--- src/hw/tcs_regs.svh ---
`ifndef TCS_REGS_SVH
`define TCS_REGS_SVH
// ----------------------------------------
// Register offsets
// ----------------------------------------
`define TCS_CTRL_OFF      12'h000
`define TCS_START_OFF     12'h004
`define TCS_LOLIM_OFF     12'h008
`define TCS_HILIM_OFF     12'h00c
`define TCS_CMP0_OFF      12'h010
`define TCS_CMP1_OFF      12'h014
`define TCS_HYST_OFF      12'h018
`define TCS_FILT_OFF      12'h01c
`define TCS_CYCLE_OFF     12'h020
`define TCS_CNTCAP_OFF    12'h024
`define TCS_STATCAP_OFF   12'h028
`define TCS_LIVE_OFF      12'h02c
`define TCS_IRQSTAT_OFF   12'h030
`define TCS_IRQMASK_OFF   12'h034
// ----------------------------------------
// Control field positions
// ----------------------------------------
`define TCS_CTRL_ENC_LSB  0
`define TCS_CTRL_SYNC_LSB 2
`define TCS_CTRL_DISEL_LSB 5
`define TCS_CTRL_QUAL_BIT 7
`define TCS_CTRL_ISO_BIT  8
`define TCS_CTRL_CMPEN_LSB 9
`define TCS_CTRL_DIAGEN_BIT 11
// ----------------------------------------
// Interrupt bits
// ----------------------------------------
`define TCS_IRQ_SUPPLY    0
`define TCS_IRQ_OUTFAULT  1
`define TCS_IRQ_SYNC      2
`define TCS_IRQ_W         3
// ----------------------------------------
// Reset values and timing
// ----------------------------------------
`define TCS_CTRL_RST      32'h0000_0000
`define TCS_HILIM_RST     32'h01ff_ffff
`define TCS_FILT_RST      16'h0190
`define TCS_CYCLE_RST     16'h00c8
`define TCS_TICK_NS       5
`endif

--- src/hw/tcs_pkg.sv ---
package tcs_pkg;
  typedef enum logic [1:0] {
    TCS_ENC_QUAD   = 2'b00,
    TCS_ENC_UPDOWN = 2'b01,
    TCS_ENC_PULSE  = 2'b10,
    TCS_ENC_DIR    = 2'b11
  } tcs_enc_t;
  typedef enum logic [2:0] {
    TCS_SYNC_OFF    = 3'b000,
    TCS_SYNC_DIRISE = 3'b001,
    TCS_SYNC_DIFALL = 3'b010,
    TCS_SYNC_ZERO   = 3'b011,
    TCS_SYNC_ZQUAL  = 3'b100
  } tcs_sync_t;
  typedef struct packed {
    logic a;
    logic b;
    logic n;
    logic [2:0] di;
  } tcs_pins_t;
  typedef struct packed {
    logic [1:0] dq;
    logic [2:0] di;
    logic       syncDone;
    logic       dir;
  } tcs_status_t;
endpackage

--- src/hw/tcs_counter.sv ---
// The APB slave port and the address map were chosen for this implementation.
`timescale 1ns/1ps
`include "tcs_regs.svh"
// Overview of operation
// On the chosen reference edge the counter is loaded with the start value.
// The reference may be a rising or falling aux input edge or a rising zero-mark edge.
// A qualified option takes zero-mark rises only while the chosen aux input equals the qualifier bit level.
// With hysteresis set, an output cannot switch again while the count stays in the band.
// The same suppression applies when a counting limit lies inside the band.
// Supply loss and output faults raise a diagnostic interrupt only when enabled.
// The interference filter covers the encoder inputs and the aux inputs.
// In isochronous mode processing follows the common system cycle.
// Compare outputs switch at once, never waiting for a cycle boundary.
// An aux input change acts at once and updates its live status bit.
// Control written in a cycle takes effect at the next internal processing tick, except the diagnostic enable, which acts at once.
// Count and status are latched at the capture instant for readback.
// In up/down mode the first input counts up and the second counts down.
// The start value is clamped into the counting limits.
// The encoder delivers quadrature signals and an optional zero mark.
// A suppressed output re-arms only after the count leaves the band.
// Sync edges come from filtered inputs and load within one processing tick.
module tcs_counter
  import tcs_pkg::*;
#(
  parameter int CW = 25
)
(
  input  wire logic        sys_clk,
  input  wire logic        rst,
  input  wire logic        psel,
  input  wire logic        penable,
  input  wire logic        pwrite,
  input  wire logic [11:0] paddr,
  input  wire logic [31:0] pwdata,
  output logic [31:0]      prdata,
  output logic             pready,
  output logic             pslverr,
  input  wire logic        encA,
  input  wire logic        encB,
  input  wire logic        encZero,
  input  wire logic        aux_input_0,
  input  wire logic        aux_input_1,
  input  wire logic        aux_input_2,
  input  wire logic        supplyLost,
  input  wire logic        outputFault,
  input  wire logic        isoCapture,
  output logic             compare_output_0,
  output logic             compare_output_1,
  output logic             irq
);
  // ----------------------------------------
  // Registers
  // ----------------------------------------
  logic [31:0]   ctrl_q;
  logic [CW-1:0] start_q, loLim_q, hiLim_q, hyst_q;
  logic [CW-1:0] cmp_q [2];
  logic [15:0]   filt_q, cycle_q;
  logic [CW-1:0] count_q, cntCap_q;
  tcs_status_t   statCap_q;
  logic [`TCS_IRQ_W-1:0] irqStat_q, irqMask_q;
  logic [31:0]   prdata_q;
  logic          pready_q, pslverr_q, irq_q, syncDone_q;
  logic [1:0]    dq_q, armed_q;
  logic [15:0]   tickCnt_q;
  logic [31:0]   ctrlAct_q;
  logic [CW-1:0] startAct_q;
  logic          a_q, b_q, z_q, di_q0, di_q1, di_q2, sup_q, flt_q, iso_q;
  logic          syncPend_q;

  // ----------------------------------------
  // Input filtering
  // ----------------------------------------
  tcs_pins_t rawPins, fPins;
  assign rawPins = '{a: encA, b: encB, n: encZero,
                     di: {aux_input_2, aux_input_1, aux_input_0}};
  genvar gi;
  generate
    for (gi = 0; gi < 6; gi++)
    begin : gFilt
      tcs_filter uFilt (
        .sys_clk      (sys_clk),
        .rst          (rst),
        .pinIn        (rawPins[gi]),
        .stableCycles (filt_q),
        .pinOut       (fPins[gi])
      );
    end
  endgenerate

  // ----------------------------------------
  // Bus decode
  // ----------------------------------------
  wire       wrEn   = psel && penable && pwrite && pready_q;
  wire       rdEn   = psel && penable && !pwrite;
  wire [11:0] off   = {paddr[11:2], 2'b00};
  wire       hitOk  = off <= `TCS_IRQMASK_OFF;
  wire       wrCtrl = wrEn && off == `TCS_CTRL_OFF;
  wire       wrIrqC = wrEn && off == `TCS_IRQSTAT_OFF;

  // ----------------------------------------
  // Processing tick
  // ----------------------------------------
  tcs_enc_t  encMode;
  tcs_sync_t syncMode;
  assign encMode  = tcs_enc_t'(ctrlAct_q[`TCS_CTRL_ENC_LSB +: 2]);
  assign syncMode = tcs_sync_t'(ctrlAct_q[`TCS_CTRL_SYNC_LSB +: 3]);
  wire [1:0] diSel   = ctrlAct_q[`TCS_CTRL_DISEL_LSB +: 2];
  wire       isoMode = ctrlAct_q[`TCS_CTRL_ISO_BIT];
  logic      fPinsIso;
  assign fPinsIso = isoCapture;
  wire       isoRise = fPinsIso && !iso_q;
  wire       freeTick = tickCnt_q >= cycle_q;
  wire       tick     = isoMode ? isoRise : freeTick;

  // ----------------------------------------
  // Edge detection and counting
  // ----------------------------------------
  wire [2:0] diPrev  = {di_q2, di_q1, di_q0};
  wire       diSelNow  = fPins.di[diSel];
  wire       diSelPrev = diPrev[diSel];
  wire       zeroRise  = fPins.n && !z_q;
  wire       syncEdge =
      (syncMode == TCS_SYNC_DIRISE && diSelNow && !diSelPrev) ||
      (syncMode == TCS_SYNC_DIFALL && !diSelNow && diSelPrev) ||
      (syncMode == TCS_SYNC_ZERO && zeroRise) ||
      (syncMode == TCS_SYNC_ZQUAL && zeroRise &&
       diSelNow == ctrlAct_q[`TCS_CTRL_QUAL_BIT]);
  wire aRise = fPins.a && !a_q;
  wire aFall = !fPins.a && a_q;
  wire bRise = fPins.b && !b_q;
  wire bFall = !fPins.b && b_q;
  logic up, dn;
  always_comb
  begin
    up = 1'b0;
    dn = 1'b0;
    case (encMode)
      TCS_ENC_QUAD:
      begin
        up = (aRise && !fPins.b) || (aFall && fPins.b) ||
             (bRise && fPins.a) || (bFall && !fPins.a);
        dn = (aRise && fPins.b) || (aFall && !fPins.b) ||
             (bRise && !fPins.a) || (bFall && fPins.a);
      end
      TCS_ENC_UPDOWN:
      begin
        up = aRise;
        dn = bRise;
      end
      TCS_ENC_PULSE: up = aRise;
      TCS_ENC_DIR:
      begin
        up = aRise && !fPins.b;
        dn = aRise && fPins.b;
      end
      default: ;
    endcase
  end
  wire [CW-1:0] startClamped =
      start_q < loLim_q ? loLim_q : (start_q > hiLim_q ? hiLim_q : start_q);
  logic [CW-1:0] count_d;
  always_comb
  begin
    count_d = count_q;
    if (syncPend_q && tick)
      count_d = startAct_q;
    else if (up && !dn)
      count_d = count_q >= hiLim_q ? loLim_q : count_q + 1'b1;
    else if (dn && !up)
      count_d = count_q <= loLim_q ? hiLim_q : count_q - 1'b1;
  end

  // ----------------------------------------
  // Compare outputs with hysteresis
  // ----------------------------------------
  logic [1:0] dq_d, armed_d;
  generate
    for (gi = 0; gi < 2; gi++)
    begin : gCmp
      wire [CW-1:0] ref_v  = cmp_q[gi];
      wire          inBand = (count_q + hyst_q >= ref_v) &&
                             (count_q <= ref_v + hyst_q);
      wire          atLim  = (count_q <= loLim_q + hyst_q) ||
                             (count_q + hyst_q >= hiLim_q);
      wire          cond   = count_q >= ref_v;
      wire          en     = ctrlAct_q[`TCS_CTRL_CMPEN_LSB + gi];
      wire          block  = (hyst_q != '0) && (inBand || atLim);
      assign dq_d[gi]    = !en ? 1'b0 :
                           (cond != dq_q[gi] && (armed_q[gi] || hyst_q == '0))
                           ? cond : dq_q[gi];
      assign armed_d[gi] = (dq_d[gi] != dq_q[gi]) ? !block :
                           (!block ? 1'b1 : armed_q[gi]);
    end
  endgenerate

  // ----------------------------------------
  // Interrupts
  // ----------------------------------------
  wire diagEn = ctrl_q[`TCS_CTRL_DIAGEN_BIT];
  wire supRise = supplyLost && !sup_q;
  wire fltRise = outputFault && !flt_q;
  wire [`TCS_IRQ_W-1:0] evt = {syncPend_q && tick,
                               diagEn && fltRise, diagEn && supRise};
  wire [`TCS_IRQ_W-1:0] irqStat_d =
      (irqStat_q & ~(wrIrqC ? pwdata[`TCS_IRQ_W-1:0] : '0)) | evt;

  // ----------------------------------------
  // Read mux
  // ----------------------------------------
  tcs_status_t liveStat;
  assign liveStat = '{dq: dq_q, di: fPins.di, syncDone: syncDone_q,
                      dir: up};
  logic [31:0] rdMux;
  always_comb
  begin
    case (off)
      `TCS_CTRL_OFF:    rdMux = ctrl_q;
      `TCS_START_OFF:   rdMux = 32'(start_q);
      `TCS_LOLIM_OFF:   rdMux = 32'(loLim_q);
      `TCS_HILIM_OFF:   rdMux = 32'(hiLim_q);
      `TCS_CMP0_OFF:    rdMux = 32'(cmp_q[0]);
      `TCS_CMP1_OFF:    rdMux = 32'(cmp_q[1]);
      `TCS_HYST_OFF:    rdMux = 32'(hyst_q);
      `TCS_FILT_OFF:    rdMux = {16'h0, filt_q};
      `TCS_CYCLE_OFF:   rdMux = {16'h0, cycle_q};
      `TCS_CNTCAP_OFF:  rdMux = 32'(cntCap_q);
      `TCS_STATCAP_OFF: rdMux = 32'(statCap_q);
      `TCS_LIVE_OFF:    rdMux = 32'(liveStat);
      `TCS_IRQSTAT_OFF: rdMux = 32'(irqStat_q);
      `TCS_IRQMASK_OFF: rdMux = 32'(irqMask_q);
      default:          rdMux = 32'h0;
    endcase
  end

  // ----------------------------------------
  // Configuration registers
  // ----------------------------------------
  always_ff @(posedge sys_clk or posedge rst)
    if (rst)
    begin
      ctrl_q    <= `TCS_CTRL_RST;
      start_q   <= '0;
      loLim_q   <= '0;
      hiLim_q   <= CW'(`TCS_HILIM_RST);
      cmp_q[0]  <= '0;
      cmp_q[1]  <= '0;
      hyst_q    <= '0;
      filt_q    <= `TCS_FILT_RST;
      cycle_q   <= `TCS_CYCLE_RST;
      irqMask_q <= '0;
    end
    else if (wrEn)
      case (off)
        `TCS_CTRL_OFF:    ctrl_q    <= pwdata;
        `TCS_START_OFF:   start_q   <= pwdata[CW-1:0];
        `TCS_LOLIM_OFF:   loLim_q   <= pwdata[CW-1:0];
        `TCS_HILIM_OFF:   hiLim_q   <= pwdata[CW-1:0];
        `TCS_CMP0_OFF:    cmp_q[0]  <= pwdata[CW-1:0];
        `TCS_CMP1_OFF:    cmp_q[1]  <= pwdata[CW-1:0];
        `TCS_HYST_OFF:    hyst_q    <= pwdata[CW-1:0];
        `TCS_FILT_OFF:    filt_q    <= pwdata[15:0];
        `TCS_CYCLE_OFF:   cycle_q   <= pwdata[15:0];
        `TCS_IRQMASK_OFF: irqMask_q <= pwdata[`TCS_IRQ_W-1:0];
        default: ;
      endcase

  // ----------------------------------------
  // Core state
  // ----------------------------------------
  always_ff @(posedge sys_clk or posedge rst)
    if (rst)
    begin
      ctrlAct_q  <= `TCS_CTRL_RST;
      startAct_q <= '0;
      tickCnt_q  <= 16'h0;
      count_q    <= '0;
      cntCap_q   <= '0;
      statCap_q  <= '0;
      syncPend_q <= 1'b0;
      syncDone_q <= 1'b0;
      {a_q, b_q, z_q, di_q0, di_q1, di_q2} <= 6'h0;
      {sup_q, flt_q, iso_q} <= 3'h0;
      dq_q       <= 2'h0;
      armed_q    <= 2'h3;
      irqStat_q  <= '0;
      irq_q      <= 1'b0;
      prdata_q   <= 32'h0;
      pready_q   <= 1'b0;
      pslverr_q  <= 1'b0;
    end
    else
    begin
      tickCnt_q <= tick || freeTick ? 16'h0 : tickCnt_q + 16'h1;
      if (tick)
      begin
        ctrlAct_q  <= ctrl_q;
        startAct_q <= startClamped;
        cntCap_q   <= count_q;
        statCap_q  <= liveStat;
      end
      syncPend_q <= syncEdge || (syncPend_q && !tick);
      syncDone_q <= (syncPend_q && tick) || (syncDone_q && !wrCtrl);
      count_q    <= count_d;
      {a_q, b_q, z_q} <= {fPins.a, fPins.b, fPins.n};
      {di_q2, di_q1, di_q0} <= fPins.di;
      {sup_q, flt_q, iso_q} <= {supplyLost, outputFault, fPinsIso};
      dq_q       <= dq_d;
      armed_q    <= armed_d;
      irqStat_q  <= irqStat_d;
      irq_q      <= |(irqStat_d & irqMask_q);
      prdata_q   <= rdEn && !pready_q ? rdMux : prdata_q;
      pready_q   <= psel && penable && !pready_q;
      pslverr_q  <= psel && penable && !pready_q && !hitOk;
    end

  assign prdata           = prdata_q;
  assign pready           = pready_q;
  assign pslverr          = pslverr_q;
  assign compare_output_0 = dq_q[0];
  assign compare_output_1 = dq_q[1];
  assign irq              = irq_q;
endmodule

--- src/hw/tcs_filter.sv ---
`timescale 1ns/1ps
`include "tcs_regs.svh"
// Three-stage synchroniser plus stability filter for one pin
module tcs_filter
(
  input  wire logic        sys_clk,
  input  wire logic        rst,
  input  wire logic        pinIn,
  input  wire logic [15:0] stableCycles,
  output logic             pinOut
);
  logic [2:0]  sync_q;
  logic [15:0] cnt_q;
  logic        out_q;
  wire         agreed  = sync_q[2] == sync_q[1];
  wire         differs = agreed && (sync_q[1] != out_q);

  always_ff @(posedge sys_clk or posedge rst)
    if (rst)
    begin
      sync_q <= 3'h0;
      cnt_q  <= 16'h0;
      out_q  <= 1'b0;
    end
    else
    begin
      sync_q <= {sync_q[1:0], pinIn};
      if (!differs)
        cnt_q <= 16'h0;
      else if (cnt_q >= stableCycles)
      begin
        out_q <= sync_q[2];
        cnt_q <= 16'h0;
      end
      else
        cnt_q <= cnt_q + 16'h1;
    end
  assign pinOut = out_q;
endmodule

--- config.mk ---
export PLATFORM = sky130hd
export DESIGN_NAME = tcs_counter
export DESIGN_NICKNAME = d
export VERILOG_FILES = /design/src/hw/tcs_pkg.sv /design/src/hw/tcs_counter.sv /design/src/hw/tcs_filter.sv
export VERILOG_INCLUDE_DIRS = /design/src /design/src/hw
export SDC_FILE = /design/constraint.sdc
export NUM_CORES = 2
export LEC_CHECK = 0
export ABC_AREA = 1
export BUFFER_PORTS_ARGS = -buffer_cell sky130_fd_sc_hd__buf_2
export CAP_MARGIN = 20
export CORE_ASPECT_RATIO = 1.25
export CORE_MARGIN = 3
export CORE_UTILIZATION = 55
export DETAILED_ROUTE_END_ITERATION = 6
export GPL_TIMING_DRIVEN = 0
export PLACE_DENSITY = 0.83
export SYNTH_ARGS = -nofsm -noshare
export SYNTH_HDL_FRONTEND = slang
export SYNTH_SLANG_ARGS = --single-unit
--- constraint.sdc ---
create_clock -name sys_clk -period 23.2 [get_ports sys_clk]
set_input_delay 3.48 -clock sys_clk [delete_from_list [all_inputs] [get_ports sys_clk]]
set_output_delay 3.48 -clock sys_clk [all_outputs]
set_load 0.01 [all_outputs]
==> results.yml <==
clock_network:
  numCtsBuffers: 55
  clock_path_buffers: 3
  cts_resized: 0
  clk_pin_slew_ns: 0.05
  cts-root-buf: "clkbuf_16"
  cts_tree: "done"
  clock_sinks: 499
  postCtsSetupRepairBufs: 0
  cts_hold_buf: 0
  cts_max_level: 2
  clk_latency_ns: 0.66
finish:
  syn2layout_area_growth_pct: 9.39
  layout_commonest_cell: "nand2_1"
  multi_input_area_um2: 24100
  postLayoutCellArea_um2: 43000
  nets: 5970
  mostFrequentLayoutCells: "nand2_1 (1286), ha_1 (521), inv_1 (516)"
  drive_gt1_share_pct: 8.01
  n_fill_cell: 6466
  seq_area_um2: 12500
synthesis:
  synthFlopType: "dfrtp_1"
  synth_nets: 5816
  ys_types: 63
  ys_ff_latch: 499
  postSynthCellCount: 5233
  synth_edf_count: 0
  synth_area_um2: 39300
  async_reset_ff_share_pct: 100
  yosysWarnings: 0
  syn_avg_cell_area_um2: 7.52
  seq_area_frac_synth_pct: 31.9
pwr:
  power_frac_seq_pct: 33.1
  comb_power_share_pct: 38.7
  vdd_drop_max_mv: 0.0687
  clkPwrFrac_pct: 28.3
  netSwitchingFraction_pct: 41.9
  p_leak_nw: 20.2
  p_switching_mw: 1.41
  internal-power_mw: 1.95
  power_density_nw_per_um2: 78.0
sta:
  max_slew_margin_pct: 19.2
  maxSlewViolCount: 0
  period_minus_slack_ns: 5.48
  tightest_slew_ns: 1.20
  max_freq_ghz: 0.183
  tns_ns: 0
  hold_viol_final: 0
  rsz0062_at_grt: "no"
  setup_viol: 0
  post-route-period-util_pct: 23.6
  finClkSkew_ns: 0.0476
place:
  place_congestion: 1.04
  hpwlAfterDp_um: 118000
  portBuffers: 92
  dpl-instance-area_um2: 41100
global_route:
  grt_max_degree: 118
  track_usage_pct: 39.3
  grt_pass1_vias: 36816
  grt_pass1_wl_um: 222000
  overflow: 0
  antenna_found_initial: 6
critical_path:
  startpoint_type: "input pin"
  arrival_ns: 5.93
  end_kind: "flip-flop"
  crit_type: "in -> reg"
  crit_fanout: 10
  cp.required_ns: 23.65
die:
  die_area_um2: 74800
  ios: 95
  rows: 109
  die_w_um: 245
  floorplan.initialDensity_pct: 55.6
  die_h_um: 305
  core-area_um2: 70800
route:
  drtAntennaViolNets: 0
  vias: 39153
  m1WireLength_um: 55400
  wl_met3_um: 13700
  remaining_drc_errors: 2
  drt_iter0_markers: 4660
  wirelength_um: 149000
  firstDrtPassIters: 7
  met2_length_um: 64800
  wl_per_cell_um: 23.4
  via_per_inst: 6.14
  highest_layer: "met5"
run:
  cap_violations: 0
run_status:
  violations: "DRC"
  outcome: "complete, but fails checks"
hold_path:
  hold_class: "reg -> reg"
final cells by class:
cell class                      instances  share of cell area (%)
Clock buffer                           74                    3.51
Clock inverter                         29                   0.954
Tap cell                              943                    2.74
Multi-Input combinational cell       4052                    56.0
Buffer                                148                    1.69
Inverter                              534                    4.68
Timing Repair Buffer                   97                    1.34
Antenna cell                            1                 0.00582
Sequential cell                       499                    29.1
logic make-up after synthesis:
| logic type | synth area share, % |
|---|---|
| AOI/OAI and AO/OA | 14.2 |
| xor gates and xnor gates | 4.08 |
| adders and majority gates | 16.8 |
| buffers and inverters | 6.95 |
| DFF | 31.9 |
| and+or+nand+nor | 26.1 |
state kept, by name, indices dropped and copies added, names as in the netlist, 2 cells and up:
register,flops
startAct_q,25
ctrl_q,32
tickCnt_q,16
cntCap_q,25
start_q,25
gFilt.uFilt.sync_q,18
gFilt.uFilt.pinOut,6
armed_q,2
irqStat_q,3
hiLim_q,25
irqMask_q,3
count_q,25
cycle_q,16
dq_q,2
loLim_q,25
prdata,32
hyst_q,25
ctrlAct_q,11
gCmp.ref_v,50
statCap_q,7
filt_q,16
gFilt.uFilt.cnt_q,96
through the flow:
step                std cells  power, mW  worst slack, ns  utilization (%)  hold WS (ns)
CTS                      6376       3.31            17.97             60.8         0.348
global route             6376       3.54            17.84             60.8         0.359
detailed placement       6273       2.37            17.33             58.1         0.336
floorplan                5233       1.96             5.84                -         0.331
finish                   6377       3.35            17.72             60.8         0.344
global placement         6268       2.33            0.311             57.9         0.334
worst max-delay path, stage by stage:
cell,delay [ns]
buf_2,0.08
nor2_1,0.04
nand2_2,0.20
nor2_1,0.12
nand2_1,0.37
buf_2,0.37
o22ai_1,0.15
nor4_1,0.98
o21ai_1,0.13
cell usage after synthesis (all sizes together), types with 4 or more instances:
library cell,count,area [um^2]
a21oi,402,2110
buf,74,450
and3,6,37.5
dfstp,33,867
and2,5,32.5
o21bai,18,143
o2111ai,10,87.6
clkbuf,74,278
a221oi,24,216
nor4,29,200
o211ai,14,105
ha,521,6520
o31ai,7,52.6
fa,4,80.1
nor3b,17,148
nor2,382,1570
dfrtp,466,11700
o22ai,32,200
nand3,336,1750
inv,533,2000
o21ai,436,2180
or2,6,37.5
a211oi,7,52.6
nand2,1305,4970
xnor2,51,447
nor3,124,681
xor2,132,1160
a31oi,21,131
a21boi,7,52.6
o21a,17,128
a21o,9,67.6
nand3b,21,158
nand4,99,662
power groups by stage:
stage | combinational [mW] | clock, mW | sequential, mW
3_3_place_gp | 1.22 | 0 | 1.12
4_1_cts | 1.26 | 0.948 | 1.10
2_1_floorplan | 0.950 | 0 | 1.01
3_5_place_dp | 1.25 | 0 | 1.12
5_1_grt | 1.46 | 0.981 | 1.10
6_report | 1.30 | 0.949 | 1.11
routing by layer:
layer	vias up	GRT usage [%]
li1	18019	-
met4	4	32.2
met2	2150	60.3
met3	695	7.61
met1	18285	47.8
met5	-	0
final timing paths:
path,start,end,slack (ns),cells past startpoint
max,paddr[9],prdata[20]$_DFFE_PP0P_,17.72,9
max reg2reg,count_q[1]$_DFFE_PP0P_,armed_q[0]$_DFFE_PP1P_,18.40,20
max in group asynchronous,rst,tickCnt_q[9]$_DFF_PP0_,18.73,4
min reg2reg,gFilt[4].uFilt.sync_q[0]$_DFF_PP0_,gFilt[4].uFilt.sync_q[1]$_DFF_PP0_,0.34,0
min,gFilt[4].uFilt.sync_q[0]$_DFF_PP0_,gFilt[4].uFilt.sync_q[1]$_DFF_PP0_,0.34,0
min in group asynchronous,rst,gFilt[0].uFilt.cnt_q[12]$_DFF_PP0_,2.98,2
Note: power is estimated with default switching activity, not from simulation.
